==> src/verilog/ssf_defines.vh <==
`ifndef SSF_DEFINES_VH
`define SSF_DEFINES_VH
// Function
// (RULE1) Config load with single-error correction sets test event bit 3
// (RULE2) Config load with double-bit error sets test event bit 2, no enable
// (RULE3) Self-test finish sets bit 1; write one clears; next run sets again
// (RULE4) Self-test fault sets bit 0; write one clears; recurs on next run
// (RULE5) Failed startup register check sets fault bit 7; write one clears
// (RULE6) Regulator fault bit 6, oscillator fault bit 4, write one clears
// (RULE7) Reset pin mismatch sets bit 5; write one clears only once gone
// (RULE8) Address pin short sets bit 3, open sets bit 2, write one clears
// (RULE9) Monitor state: bit 7 safe state, bit 6 self-test done, read-only
// (RULE10) Monitor state bits 5:1 mirror supply, irq, low-power, enable, tag
// (RULE11) Result bit 5 correction applied, bit 4 double error, last load
// (RULE12) Result bits 3:0 memory, nvm, logic, analog tests; one is fail
// (RULE13) Channel-off bits 7:0 set while channel below its off threshold
// (RULE14) Recording bit 7 set while recording, from enable, request, software
// (RULE15) Bits 6:5 give sequence: on, off, low-power exit, low-power entry
// (RULE16) Timestamp ready bit 4; without overwrite cleared by acknowledge
// (RULE17) With overwrite, timestamp ready clears after enabled channels read
// (RULE18) Timestamp ready while recording means timestamps are overwritten
// (RULE19) Log ready bits 3:0 per sequence; cleared by ack or by reads
// (RULE20) Log ready, recording and matching code means that log overwritten
// (RULE21) Zero writes keep flags; read-only and reserved ignore writes, read 0

// Register indices, byte address is four times the index
`define SSF_IDX_TEST    6'h23
`define SSF_IDX_FAULT   6'h24
`define SSF_IDX_MON     6'h30
`define SSF_IDX_RESULT  6'h31
`define SSF_IDX_OFF     6'h32
`define SSF_IDX_REC     6'h34
`define SSF_IDX_CFG     6'h3c
`define SSF_IDX_ACK     6'h3d
`define SSF_IDX_CHEN    6'h3e

// Test event bits
`define SSF_TE_SEC      3
`define SSF_TE_DED      2
`define SSF_TE_DONE     1
`define SSF_TE_FLT      0
// Internal fault bits
`define SSF_IF_CRC      7
`define SSF_IF_REG      6
`define SSF_IF_RST      5
`define SSF_IF_OSC      4
`define SSF_IF_SHORT    3
`define SSF_IF_OPEN     2
// Recording state bits
`define SSF_RS_ACT      7
`define SSF_RS_TS       4
// Configuration bits
`define SSF_CF_TSOW     0
`define SSF_CF_LOGOW    1
// Acknowledge bits (3:0 follow the log ready layout)
`define SSF_AK_TS       4
`define SSF_AK_REC      7

// Sequence codes
`define SSF_SEQ_ON      2'h0
`define SSF_SEQ_OFF     2'h1
`define SSF_SEQ_EXIT    2'h2
`define SSF_SEQ_ENTRY   2'h3

`define SSF_RST8        8'h00
`define SSF_CHEN_RST    8'hff
`define SSF_RESP_OKAY   2'h0
`define SSF_RESP_SLVERR 2'h2
`endif

==> src/verilog/ssf_sync2.v <==
`timescale 1ns/1ps
module ssf_sync2 #(
    parameter W = 1
) (
    // Clock and reset
    input  wire         clk,
    input  wire         rst_n,
    // Data
    input  wire [W-1:0] d,
    output reg  [W-1:0] q
);
    reg [W-1:0] meta_r;

    // First stage feeds only the second stage
    always @(posedge clk) begin
        if (!rst_n) begin
            meta_r <= {W{1'b0}};
            q      <= {W{1'b0}};
        end else begin
            meta_r <= d;
            q      <= meta_r;
        end
    end
endmodule

==> src/verilog/ssf_status_regs.v <==
`timescale 1ns/1ps
`include "ssf_defines.vh"
module ssf_status_regs (
    // Clock and reset
    input  wire        CORE_CLK,
    input  wire        RST_N,
    // AXI4-Lite write address and data
    input  wire [7:0]  AWADDR,
    input  wire        AWVALID,
    output reg         AWREADY,
    input  wire [31:0] WDATA,
    input  wire [3:0]  WSTRB,
    input  wire        WVALID,
    output reg         WREADY,
    // AXI4-Lite write response
    output reg  [1:0]  BRESP,
    output reg         BVALID,
    input  wire        BREADY,
    // AXI4-Lite read
    input  wire [7:0]  ARADDR,
    input  wire        ARVALID,
    output reg         ARREADY,
    output reg  [31:0] RDATA,
    output reg  [1:0]  RRESP,
    output reg         RVALID,
    input  wire        RREADY,
    // Configuration load and self-test events
    input  wire        CFG_LOAD_DONE,
    input  wire        CFG_SEC,
    input  wire        CFG_DED,
    input  wire        SELF_TEST_FAULT_EVENT_DONE,
    input  wire [3:0]  SELF_TEST_FAULT_EVENT_FAIL,
    input  wire        STARTUP_CHK_DONE,
    input  wire        STARTUP_CHK_FAIL,
    // Internal fault detectors
    input  wire        REG_FAULT,
    input  wire        OSC_FAULT,
    input  wire        ADDR_SHORT,
    input  wire        ADDR_OPEN,
    input  wire        RST_DRIVE,
    input  wire        SAFE_STATE,
    // Pins
    input  wire        RST_READBACK,
    input  wire        SUPPLY_PIN,
    input  wire        IRQ_PIN,
    input  wire        LOW_POWER_REQ,
    input  wire        POWER_ENABLE,
    input  wire        RAIL_TAG_PIN,
    input  wire [7:0]  CH_BELOW_OFF,
    // Sequence recording
    input  wire        REC_DONE,
    input  wire [7:0]  TS_RD_CH,
    input  wire [7:0]  LOG_RD_CH,
    input  wire [1:0]  LOG_RD_SEQ,
    output reg         RECORDING_IN_PROGRESS,
    output reg  [1:0]  REC_SEQ,
    output reg         TS_OVERWRITE,
    output reg  [3:0]  LOG_OVERWRITE
);
    function mapped;
        input [5:0] idx;
        begin
            case (idx)
                `SSF_IDX_TEST, `SSF_IDX_FAULT, `SSF_IDX_MON,
                `SSF_IDX_RESULT, `SSF_IDX_OFF, `SSF_IDX_REC,
                `SSF_IDX_CFG, `SSF_IDX_ACK, `SSF_IDX_CHEN: begin
                    mapped = 1'b1;
                end
                default: begin
                    mapped = 1'b0;
                end
            endcase
        end
    endfunction

    // Bus state
    reg        aw_hold_r;
    reg        w_hold_r;
    reg [5:0]  aw_idx_r;
    reg [7:0]  wdata_r;
    reg        wstrb0_r;

    // Register state
    reg [3:0]  test_r;
    reg [5:0]  fault_r;
    reg [5:0]  result_r;
    reg        st_done_r;
    reg [1:0]  cfg_r;
    reg [7:0]  chen_r;
    reg        rec_r;
    reg [1:0]  code_r;
    reg        timestamp_ready_r;
    reg [7:0]  ts_mask_r;
    reg [3:0]  lr_r;
    reg [7:0]  act_d_r;

    wire [13:0] pin_s;
    wire        rb_s;
    wire        vdd_s;
    wire        irq_s;
    wire        slp_s;
    wire        act_s;
    wire        tag_s;
    wire [7:0]  off_s;

    ssf_sync2 #(.W(14)) u_sync (
        .clk   (CORE_CLK),
        .rst_n (RST_N),
        .d     ({RST_READBACK, SUPPLY_PIN, IRQ_PIN, LOW_POWER_REQ,
                 POWER_ENABLE, RAIL_TAG_PIN, CH_BELOW_OFF}),
        .q     (pin_s)
    );
    assign {rb_s, vdd_s, irq_s, slp_s, act_s, tag_s, off_s} = pin_s;

    // Write path: address and data may arrive in either order
    wire       aw_take = AWVALID & AWREADY;
    wire       w_take  = WVALID & WREADY;
    wire       wr_go   = aw_hold_r & w_hold_r & ~BVALID;
    wire       aw_hold_nxt = (aw_hold_r | aw_take) & ~wr_go;
    wire       w_hold_nxt  = (w_hold_r | w_take) & ~wr_go;
    wire       bvalid_nxt  = wr_go | (BVALID & ~BREADY);
    wire [7:0] wb = wstrb0_r ? wdata_r : `SSF_RST8;

    wire wr_test  = wr_go & (aw_idx_r == `SSF_IDX_TEST);
    wire wr_fault = wr_go & (aw_idx_r == `SSF_IDX_FAULT);
    wire wr_cfg   = wr_go & (aw_idx_r == `SSF_IDX_CFG);
    wire wr_ack   = wr_go & (aw_idx_r == `SSF_IDX_ACK);
    wire wr_chen  = wr_go & (aw_idx_r == `SSF_IDX_CHEN);

    always @(posedge CORE_CLK) begin
        if (!RST_N) begin
            aw_hold_r <= 1'b0;
            w_hold_r  <= 1'b0;
            aw_idx_r  <= 6'h00;
            wdata_r   <= `SSF_RST8;
            wstrb0_r  <= 1'b0;
            AWREADY   <= 1'b0;
            WREADY    <= 1'b0;
            BVALID    <= 1'b0;
            BRESP     <= `SSF_RESP_OKAY;
        end else begin
            aw_hold_r <= aw_hold_nxt;
            w_hold_r  <= w_hold_nxt;
            if (aw_take) begin
                aw_idx_r <= AWADDR[7:2];
            end
            if (w_take) begin
                wdata_r  <= WDATA[7:0];
                wstrb0_r <= WSTRB[0];
            end
            // Ready stays low while a write waits for its response
            AWREADY <= ~aw_hold_nxt & ~bvalid_nxt;
            WREADY  <= ~w_hold_nxt & ~bvalid_nxt;
            BVALID  <= bvalid_nxt;
            if (wr_go) begin
                BRESP <= mapped(aw_idx_r) ? `SSF_RESP_OKAY
                                          : `SSF_RESP_SLVERR;
            end
        end
    end

    // Software-written control
    wire [7:0] ack = wr_ack ? wb : `SSF_RST8;
    wire       ts_ow  = cfg_r[`SSF_CF_TSOW];
    wire       log_ow = cfg_r[`SSF_CF_LOGOW];
    // Log ready kept indexed by sequence code; register shows it reversed
    wire [3:0] ack_by_code = {ack[0], ack[1], ack[2], ack[3]};

    // Test events, set wins over a clear in the same cycle
    wire [3:0] test_set;
    assign test_set[`SSF_TE_SEC]  = CFG_LOAD_DONE & CFG_SEC;    // RULE1
    assign test_set[`SSF_TE_DED]  = CFG_LOAD_DONE & CFG_DED;    // RULE2
    assign test_set[`SSF_TE_DONE] = SELF_TEST_FAULT_EVENT_DONE;                  // RULE3
    assign test_set[`SSF_TE_FLT]  = SELF_TEST_FAULT_EVENT_DONE & (|SELF_TEST_FAULT_EVENT_FAIL);   // RULE4
    wire [3:0] test_clr = wr_test ? wb[3:0] : 4'h0;              // RULE21
    wire [3:0] test_nxt = (test_r & ~test_clr) | test_set;      // RULE3

    // Internal faults, stored as bits 7:2
    wire       mism = RST_DRIVE ^ rb_s;                         // RULE7
    wire [5:0] fault_set;
    assign fault_set[`SSF_IF_CRC-2]   = STARTUP_CHK_DONE &
                                        STARTUP_CHK_FAIL;       // RULE5
    assign fault_set[`SSF_IF_REG-2]   = REG_FAULT;              // RULE6
    assign fault_set[`SSF_IF_RST-2]   = mism;                   // RULE7
    assign fault_set[`SSF_IF_OSC-2]   = OSC_FAULT;              // RULE6
    assign fault_set[`SSF_IF_SHORT-2] = ADDR_SHORT;             // RULE8
    assign fault_set[`SSF_IF_OPEN-2]  = ADDR_OPEN;              // RULE8
    wire [5:0] fault_wclr = wr_fault ? wb[7:2] : 6'h00;
    wire [5:0] fault_clr;
    // Mismatch bit only yields to a clear once the pins agree again
    assign fault_clr = fault_wclr &
                       ~({5'h00, mism} << (`SSF_IF_RST-2));     // RULE7
    wire [5:0] fault_nxt = (fault_r & ~fault_clr) | fault_set;  // RULE6

    // Recording start detection on synchronised levels
    wire act_rise = act_s & ~act_d_r[0];
    wire act_fall = ~act_s & act_d_r[0];
    wire slp_rise = slp_s & ~act_d_r[1];
    wire slp_fall = ~slp_s & act_d_r[1];
    wire sw_start = ack[`SSF_AK_REC];
    wire start    = ~rec_r & (act_rise | act_fall | slp_rise |
                              slp_fall | sw_start);             // RULE14
    wire rec_end  = rec_r & REC_DONE;
    reg  [1:0] code_nxt;

    always @* begin
        code_nxt = code_r;
        if (start) begin
            if (act_rise) begin
                code_nxt = `SSF_SEQ_ON;                         // RULE15
            end else if (act_fall) begin
                code_nxt = `SSF_SEQ_OFF;
            end else if (slp_rise) begin
                code_nxt = `SSF_SEQ_EXIT;
            end else if (slp_fall) begin
                code_nxt = `SSF_SEQ_ENTRY;
            end else begin
                code_nxt = `SSF_SEQ_ON;
            end
        end
    end

    wire rec_nxt = (rec_r & ~REC_DONE) | start;                 // RULE14

    // Timestamp ready and its read tracking
    wire [7:0] ts_seen = ts_mask_r | TS_RD_CH;
    wire ts_all   = ((ts_seen & chen_r) == chen_r);
    wire ts_clr   = ts_ow ? ts_all                               // RULE17
                          : ack[`SSF_AK_TS];                     // RULE16
    wire timestamp_ready_nxt = (timestamp_ready_r & ~ts_clr) | rec_end;            // RULE16
    wire [7:0] ts_mask_nxt = rec_end ? `SSF_RST8
                           : (timestamp_ready_r ? ts_seen : ts_mask_r);

    // Per-sequence order log ready, indexed by code
    wire [3:0] lr_nxt;
    wire [3:0] lr_ow;
    genvar c;
    generate
        for (c = 0; c < 4; c = c + 1) begin : g_log
            reg  [7:0] mask_r;
            wire       hit  = (LOG_RD_SEQ == c);
            wire [7:0] seen = mask_r | (hit ? LOG_RD_CH : `SSF_RST8);
            wire       all  = ((seen & chen_r) == chen_r);
            wire       clr  = log_ow ? all : ack_by_code[c];    // RULE19
            wire       set  = rec_end & (code_r == c);
            assign lr_nxt[c] = (lr_r[c] & ~clr) | set;          // RULE19
            assign lr_ow[c]  = lr_nxt[c] & rec_nxt &
                               (code_nxt == c);                 // RULE20
            always @(posedge CORE_CLK) begin
                if (!RST_N) begin
                    mask_r <= `SSF_RST8;
                end else if (set) begin
                    mask_r <= `SSF_RST8;
                end else if (lr_r[c]) begin
                    mask_r <= seen;
                end
            end
        end
    endgenerate

    always @(posedge CORE_CLK) begin
        if (!RST_N) begin
            test_r        <= 4'h0;
            fault_r       <= 6'h00;
            result_r      <= 6'h00;
            st_done_r     <= 1'b0;
            cfg_r         <= 2'h0;
            chen_r        <= `SSF_CHEN_RST;
            rec_r         <= 1'b0;
            code_r        <= `SSF_SEQ_ON;
            timestamp_ready_r      <= 1'b0;
            ts_mask_r     <= `SSF_RST8;
            lr_r          <= 4'h0;
            act_d_r       <= 8'h00;
            RECORDING_IN_PROGRESS    <= 1'b0;
            REC_SEQ       <= `SSF_SEQ_ON;
            TS_OVERWRITE  <= 1'b0;
            LOG_OVERWRITE <= 4'h0;
        end else begin
            test_r    <= test_nxt;
            fault_r   <= fault_nxt;
            if (CFG_LOAD_DONE) begin
                result_r[5:4] <= {CFG_SEC, CFG_DED};            // RULE11
            end
            if (SELF_TEST_FAULT_EVENT_DONE) begin
                result_r[3:0] <= SELF_TEST_FAULT_EVENT_FAIL;                     // RULE12
                st_done_r     <= 1'b1;                          // RULE9
            end
            if (wr_cfg) begin
                cfg_r <= wb[1:0];
            end
            if (wr_chen) begin
                chen_r <= wb;
            end
            rec_r     <= rec_nxt;
            code_r    <= code_nxt;
            timestamp_ready_r  <= timestamp_ready_nxt;
            ts_mask_r <= ts_mask_nxt;
            lr_r      <= lr_nxt;
            act_d_r   <= {6'h00, slp_s, act_s};
            RECORDING_IN_PROGRESS    <= rec_nxt;
            REC_SEQ       <= code_nxt;
            TS_OVERWRITE  <= timestamp_ready_nxt & rec_nxt;              // RULE18
            LOG_OVERWRITE <= {lr_ow[0], lr_ow[1], lr_ow[2], lr_ow[3]};
        end
    end

    // Read path: one word in flight, data captured when the address is taken
    wire       ar_take = ARVALID & ARREADY;
    wire       rvalid_nxt = ar_take | (RVALID & ~RREADY);
    wire [5:0] ar_idx = ARADDR[7:2];
    reg  [7:0] rd_byte;

    always @* begin
        rd_byte = `SSF_RST8;
        case (ar_idx)
            `SSF_IDX_TEST: begin
                rd_byte = {4'h0, test_r};                       // RULE21
            end
            `SSF_IDX_FAULT: begin
                rd_byte = {fault_r, 2'h0};
            end
            `SSF_IDX_MON: begin
                rd_byte = {SAFE_STATE, st_done_r, vdd_s, irq_s,
                           slp_s, act_s, tag_s, 1'b0};          // RULE10
            end
            `SSF_IDX_RESULT: begin
                rd_byte = {2'h0, result_r};                     // RULE11
            end
            `SSF_IDX_OFF: begin
                rd_byte = off_s;                                // RULE13
            end
            `SSF_IDX_REC: begin
                rd_byte = {rec_r, code_r, timestamp_ready_r,
                           lr_r[0], lr_r[1], lr_r[2], lr_r[3]}; // RULE19
            end
            `SSF_IDX_CFG: begin
                rd_byte = {6'h00, cfg_r};
            end
            `SSF_IDX_CHEN: begin
                rd_byte = chen_r;
            end
            default: begin
                rd_byte = `SSF_RST8;
            end
        endcase
    end

    always @(posedge CORE_CLK) begin
        if (!RST_N) begin
            ARREADY <= 1'b0;
            RVALID  <= 1'b0;
            RDATA   <= 32'h0000_0000;
            RRESP   <= `SSF_RESP_OKAY;
        end else begin
            ARREADY <= ~rvalid_nxt;
            RVALID  <= rvalid_nxt;
            if (ar_take) begin
                RDATA <= {24'h00_0000, rd_byte};
                RRESP <= mapped(ar_idx) ? `SSF_RESP_OKAY
                                        : `SSF_RESP_SLVERR;
            end
        end
    end
endmodule

==> config.mk <==
export PLATFORM = sky130hd
export DESIGN_NAME = ssf_status_regs
export DESIGN_NICKNAME = d
export VERILOG_FILES = /design/src/verilog/ssf_sync2.v /design/src/verilog/ssf_status_regs.v
export VERILOG_INCLUDE_DIRS = /design/src /design/src/verilog
export SDC_FILE = /design/constraint.sdc
export NUM_CORES = 1
export LEC_CHECK = 0
export ABC_AREA = 1
export ABC_CLOCK_PERIOD_IN_PS = 3600
export BUFFER_PORTS_ARGS = -buffer_cell sky130_fd_sc_hd__buf_4
export CAP_MARGIN = 30
export CORE_UTILIZATION = 47
export CTS_BUF_LIST = sky130_fd_sc_hd__clkbuf_4 sky130_fd_sc_hd__clkbuf_8
export CTS_CLUSTER_DIAMETER = 120
export DETAILED_ROUTE_END_ITERATION = 6
export PLACE_DENSITY = 0.71
export SLEW_MARGIN = 0
export SYNTH_ARGS = -nofsm -noshare
export SYNTH_HDL_FRONTEND = slang
export SYNTH_SLANG_ARGS = --single-unit
export TNS_END_PERCENT = 100
==> constraint.sdc <==
create_clock -name CORE_CLK -period 3.6 [get_ports CORE_CLK]
set_input_delay 0.18 -clock CORE_CLK [delete_from_list [all_inputs] [get_ports CORE_CLK]]
set_output_delay 0.18 -clock CORE_CLK [all_outputs]
set_load 0.01 [all_outputs]
==> flow_summary_export.csv <==
group,metric,value,unit
status,outcome,"complete, no violations",
setup_path,crit_path_end_kind,"flip-flop",
synth,synthXorXnorAreaFrac,0.135,%
timing,hold_violations,0,
synth,synth_area_leaders,"dfxtp_1 (44%), nand2_1 (11%), nor2_1 (8.4%)",
flow_run,max_cap_violations,0,
power,p_seq_share,48.3,%
synth,syn_area,6510,µm²
synth,yosysTopAreaCell,"dfxtp_1",
clock_tree,cts_sinks,142,
synth,async_reset_ff_share,0,%
detailed_routing,drt_iter0_drc,391,
synth,synth_top_family_by_area,"simple AND/OR/NAND/NOR gates",
synth,syn_area_per_cell,7.06,µm²
setup_path,start_kind,"flip-flop",
global_route,overflow,0,
detailed_routing,viasPerCell,4.80,
synth,synth_commonest_cells,"nand2_1 (189), nor2_1 (145), dfxtp_1 (142)",
global_route,grt_max_degree,66,
clock_tree,clkLatencyLatePin,0.46,ns
min_path,hold_path_class,"input pin to flip-flop",
synth,synthSimpleGateAreaFrac,29.4,%
timing,final.setup.tns,0,ns
detailed_routing,wl_per_cell,13.0,µm
detailed_routing,vias,6015,
setup_path,worstRegToRegCells,8,
global_route,grtUsageTotal,23.7,%
setup_path,worstSetupPathType,"flip-flop to flip-flop",
power,ir_worst_vdd,282,µV
detailed_routing,drt-total-wl,16.3,mm
clock_tree,root_buffer,"clkbuf_8",
place,numPortBuffers,99,
power,combPwrFrac,10.6,%
setup_path,r2r-end,"LOG_OVERWRITE[0]$_SDFF_PN0_",
timing,fmax,616,MHz
cells_and_area,stdcell_count,1252,
power,switching_share,25.2,%
place,place_inst,1175,
clock_tree,cts_tree,"done",
global_route,grt_pass1_vias,5453,
detailed_routing,drc,0,
timing,rsz0062_at_grt,"no",
min_path,min_from,"SELF_TEST_FAULT_EVENT_DONE",
synth,synthAdderAreaFrac,0.769,%
min_path,holdPathStages,3,
clock_tree,postCtsSetupBuffers,0,
power,p_clk_share,41.1,%
clock_tree,hold_buffers,45,
floorplanning,core,13300,µm²
synth,seq_area_frac_synth,43.7,%
floorplanning,initial_core_util,48.8,%
synth,synth.distinct_cells,41,
power,p_int,2.59,mW
timing,setup_viol,0,
clock_tree,clock_path_buffers,2,
synth,synthMuxAreaShare,0,%
floorplanning,fp-row-count,42,
clock_tree,cts_resized,0,
clock_tree,cts_buffers,17,
floorplanning,die_h,120,µm
floorplanning,die_area,14300,µm²
timing,holdWs,0.0224,ns
cells_and_area,num-nets-final,1175,
synth,synth_edf_count,0,
setup_path,rrSetupSlack,1.98,ns
power,p_leak,4.13,nW
setup_path,cp_data_arrival_time,2.01,ns
timing,worst_slew_pin_slew,0.726,ns
timing,relSlewSlack,51.4,%
floorplanning,io_pins,157,
place,gp_congestion,0.887,
global_route,grt_pass1_wl,26.3,mm
detailed_routing,drtPass1Iterations,5,
power,power-per-cell-area,424,nW/µm²
synth,yosys_warnings,0,
cells_and_area,diodes,0,
timing,finalCritPeriodShare,45.1,%
setup_path,required,3.98,ns
synth,synth_cells,922,
cells_and_area,fill_cells,1282,
timing,drv_slew,0,
global_route,antenna_found_initial,0,
floorplanning,die_w,120,µm
clock_tree,htreeDepth,4,
timing,clock_skew,0.0164,ns
clock_tree,clkTransAtPathRegs,0.08,ns
detailed_routing,ant_nets,0,
place,dp_hpwl,11.5,mm
setup_path,regToRegStartpoint,"wstrb0_r$_SDFFE_PN0P_",
setup_path,crit_path_max_fanout,10,
synth,ys.flop_type,"dfxtp_1",
power,p_sw,870,µW
cells_and_area,drive_above_1_share,16.1,%
synth,synth_most_common_cell,"nand2_1",
cells_and_area,area_growth,25.3,%
min_path,min_to,"result_r[1]$_SDFFE_PN0P_",
timing,finalCriticalPeriod,1.62,ns
synth,ys_ff_latch,142,
synth,synth_top_area_share,43.7,%
synth,synth_compound_area_share,13.0,%
## worst max-delay path, cell delays in order, from the launching register on
cell and delay, ns:
dfxtp_1 0.51, nand2_1 0.20, inv_1 0.11, nand4_2 0.21, nand2_2 0.16, nand3b_1 0.13, nand2_1 0.09, nand2_1 0.06
nor2_1 0.10
## layout make-up
| type | instances | area [µm²] | area share, % |
|---|---|---|---|
| timing repair buffer | 146 | 1210 | 14.8 |
| tap | 176 | 220 | 2.70 |
| clock inverter | 12 | 184 | 2.26 |
| sequential | 142 | 2840 | 34.9 |
| clock buffer | 20 | 263 | 3.22 |
| inverter | 137 | 520 | 6.38 |
| multi-input combinational | 619 | 2910 | 35.7 |
## stage by stage
step | utilization (%) | setup slack (ns) | cell area [µm²] | total power [mW]
2_1_floorplan | - | 2.23 | 6600 | 1.91
3_3_place_gp | 54.4 | 1.55 | 7260 | 2.03
3_5_place_dp | 54.4 | 1.52 | 7260 | 2.03
4_1_cts | 61.1 | 1.96 | 8150 | 3.48
5_1_grt | 61.1 | 1.75 | 8150 | 3.61
6_report | 61.1 | 1.98 | 8150 | 3.46
## how the worst max path moves through the flow
stage	from	end	slack [ns]	cells after the start
6_report	wstrb0_r$_SDFFE_PN0P_	LOG_OVERWRITE[0]$_SDFF_PN0_	1.98	8
5_1_grt	RST_N	g_log[3].mask_r[0]$_SDFFE_PP0P_	1.75	6
4_1_cts	RST_N	g_log[3].mask_r[6]$_SDFFE_PP0P_	1.96	6
3_5_place_dp	RST_N	g_log[3].mask_r[6]$_SDFFE_PP0P_	1.52	6
3_3_place_gp	RST_N	g_log[3].mask_r[0]$_SDFFE_PP0P_	1.55	6
2_1_floorplan	act_d_r[0]$_SDFF_PN0_	LOG_OVERWRITE[0]$_SDFF_PN0_	2.23	9
## flip-flops by register name, summed over array words and instances, names as in the netlist, 2 cells and up
signal	flops
wdata_r	8
u_sync.meta_r	14
chen_r	8
g_log.mask_r	32
act_d_r	2
fault_r	6
u_sync.q	14
ts_mask_r	8
code_r	2
RDATA	8
LOG_OVERWRITE	4
lr_r	4
aw_idx_r	6
test_r	4
result_r	6
cfg_r	2
## per-layer routing
metal	track usage, %	up-vias	wire length, µm
met2	40.1	149	7960
met4	8.91	0	363
met1	29.5	2697	7260
li1	-	3137	-
met3	5.28	32	685
met5	0	-	0
## layout by cell type, fill, tap and decap left out, drive strengths merged, types with 3 or more instances in the layout
cell type and n:
a21oi 64, a31oi 3, buf 101, bufinv 4, clkbuf 20, clkinv 11, conb 26, dfxtp 142
dlygate4sd3 45, ha 4, inv 133, nand2 195, nand3 60, nand3b 3, nand4 14, nor2 155
nor3 10, o211ai 8, o21ai 69
## power by group through the flow
stage	Clock (mW)	Combinational, mW	Sequential, mW
floorplan	0	0.220	1.69
global placement	0	0.322	1.70
detailed placement	0	0.325	1.70
CTS	1.45	0.364	1.67
global route	1.53	0.410	1.68
finish	1.42	0.367	1.67
## cells by family after synthesis
logic type / after synthesis
simple gates: 439
buf+inv: 186
compound gates: 149
flops: 142
fa+ha+maj: 4
xor+xnor: 1
other cells: 1
(Power assumes the default switching activity.)
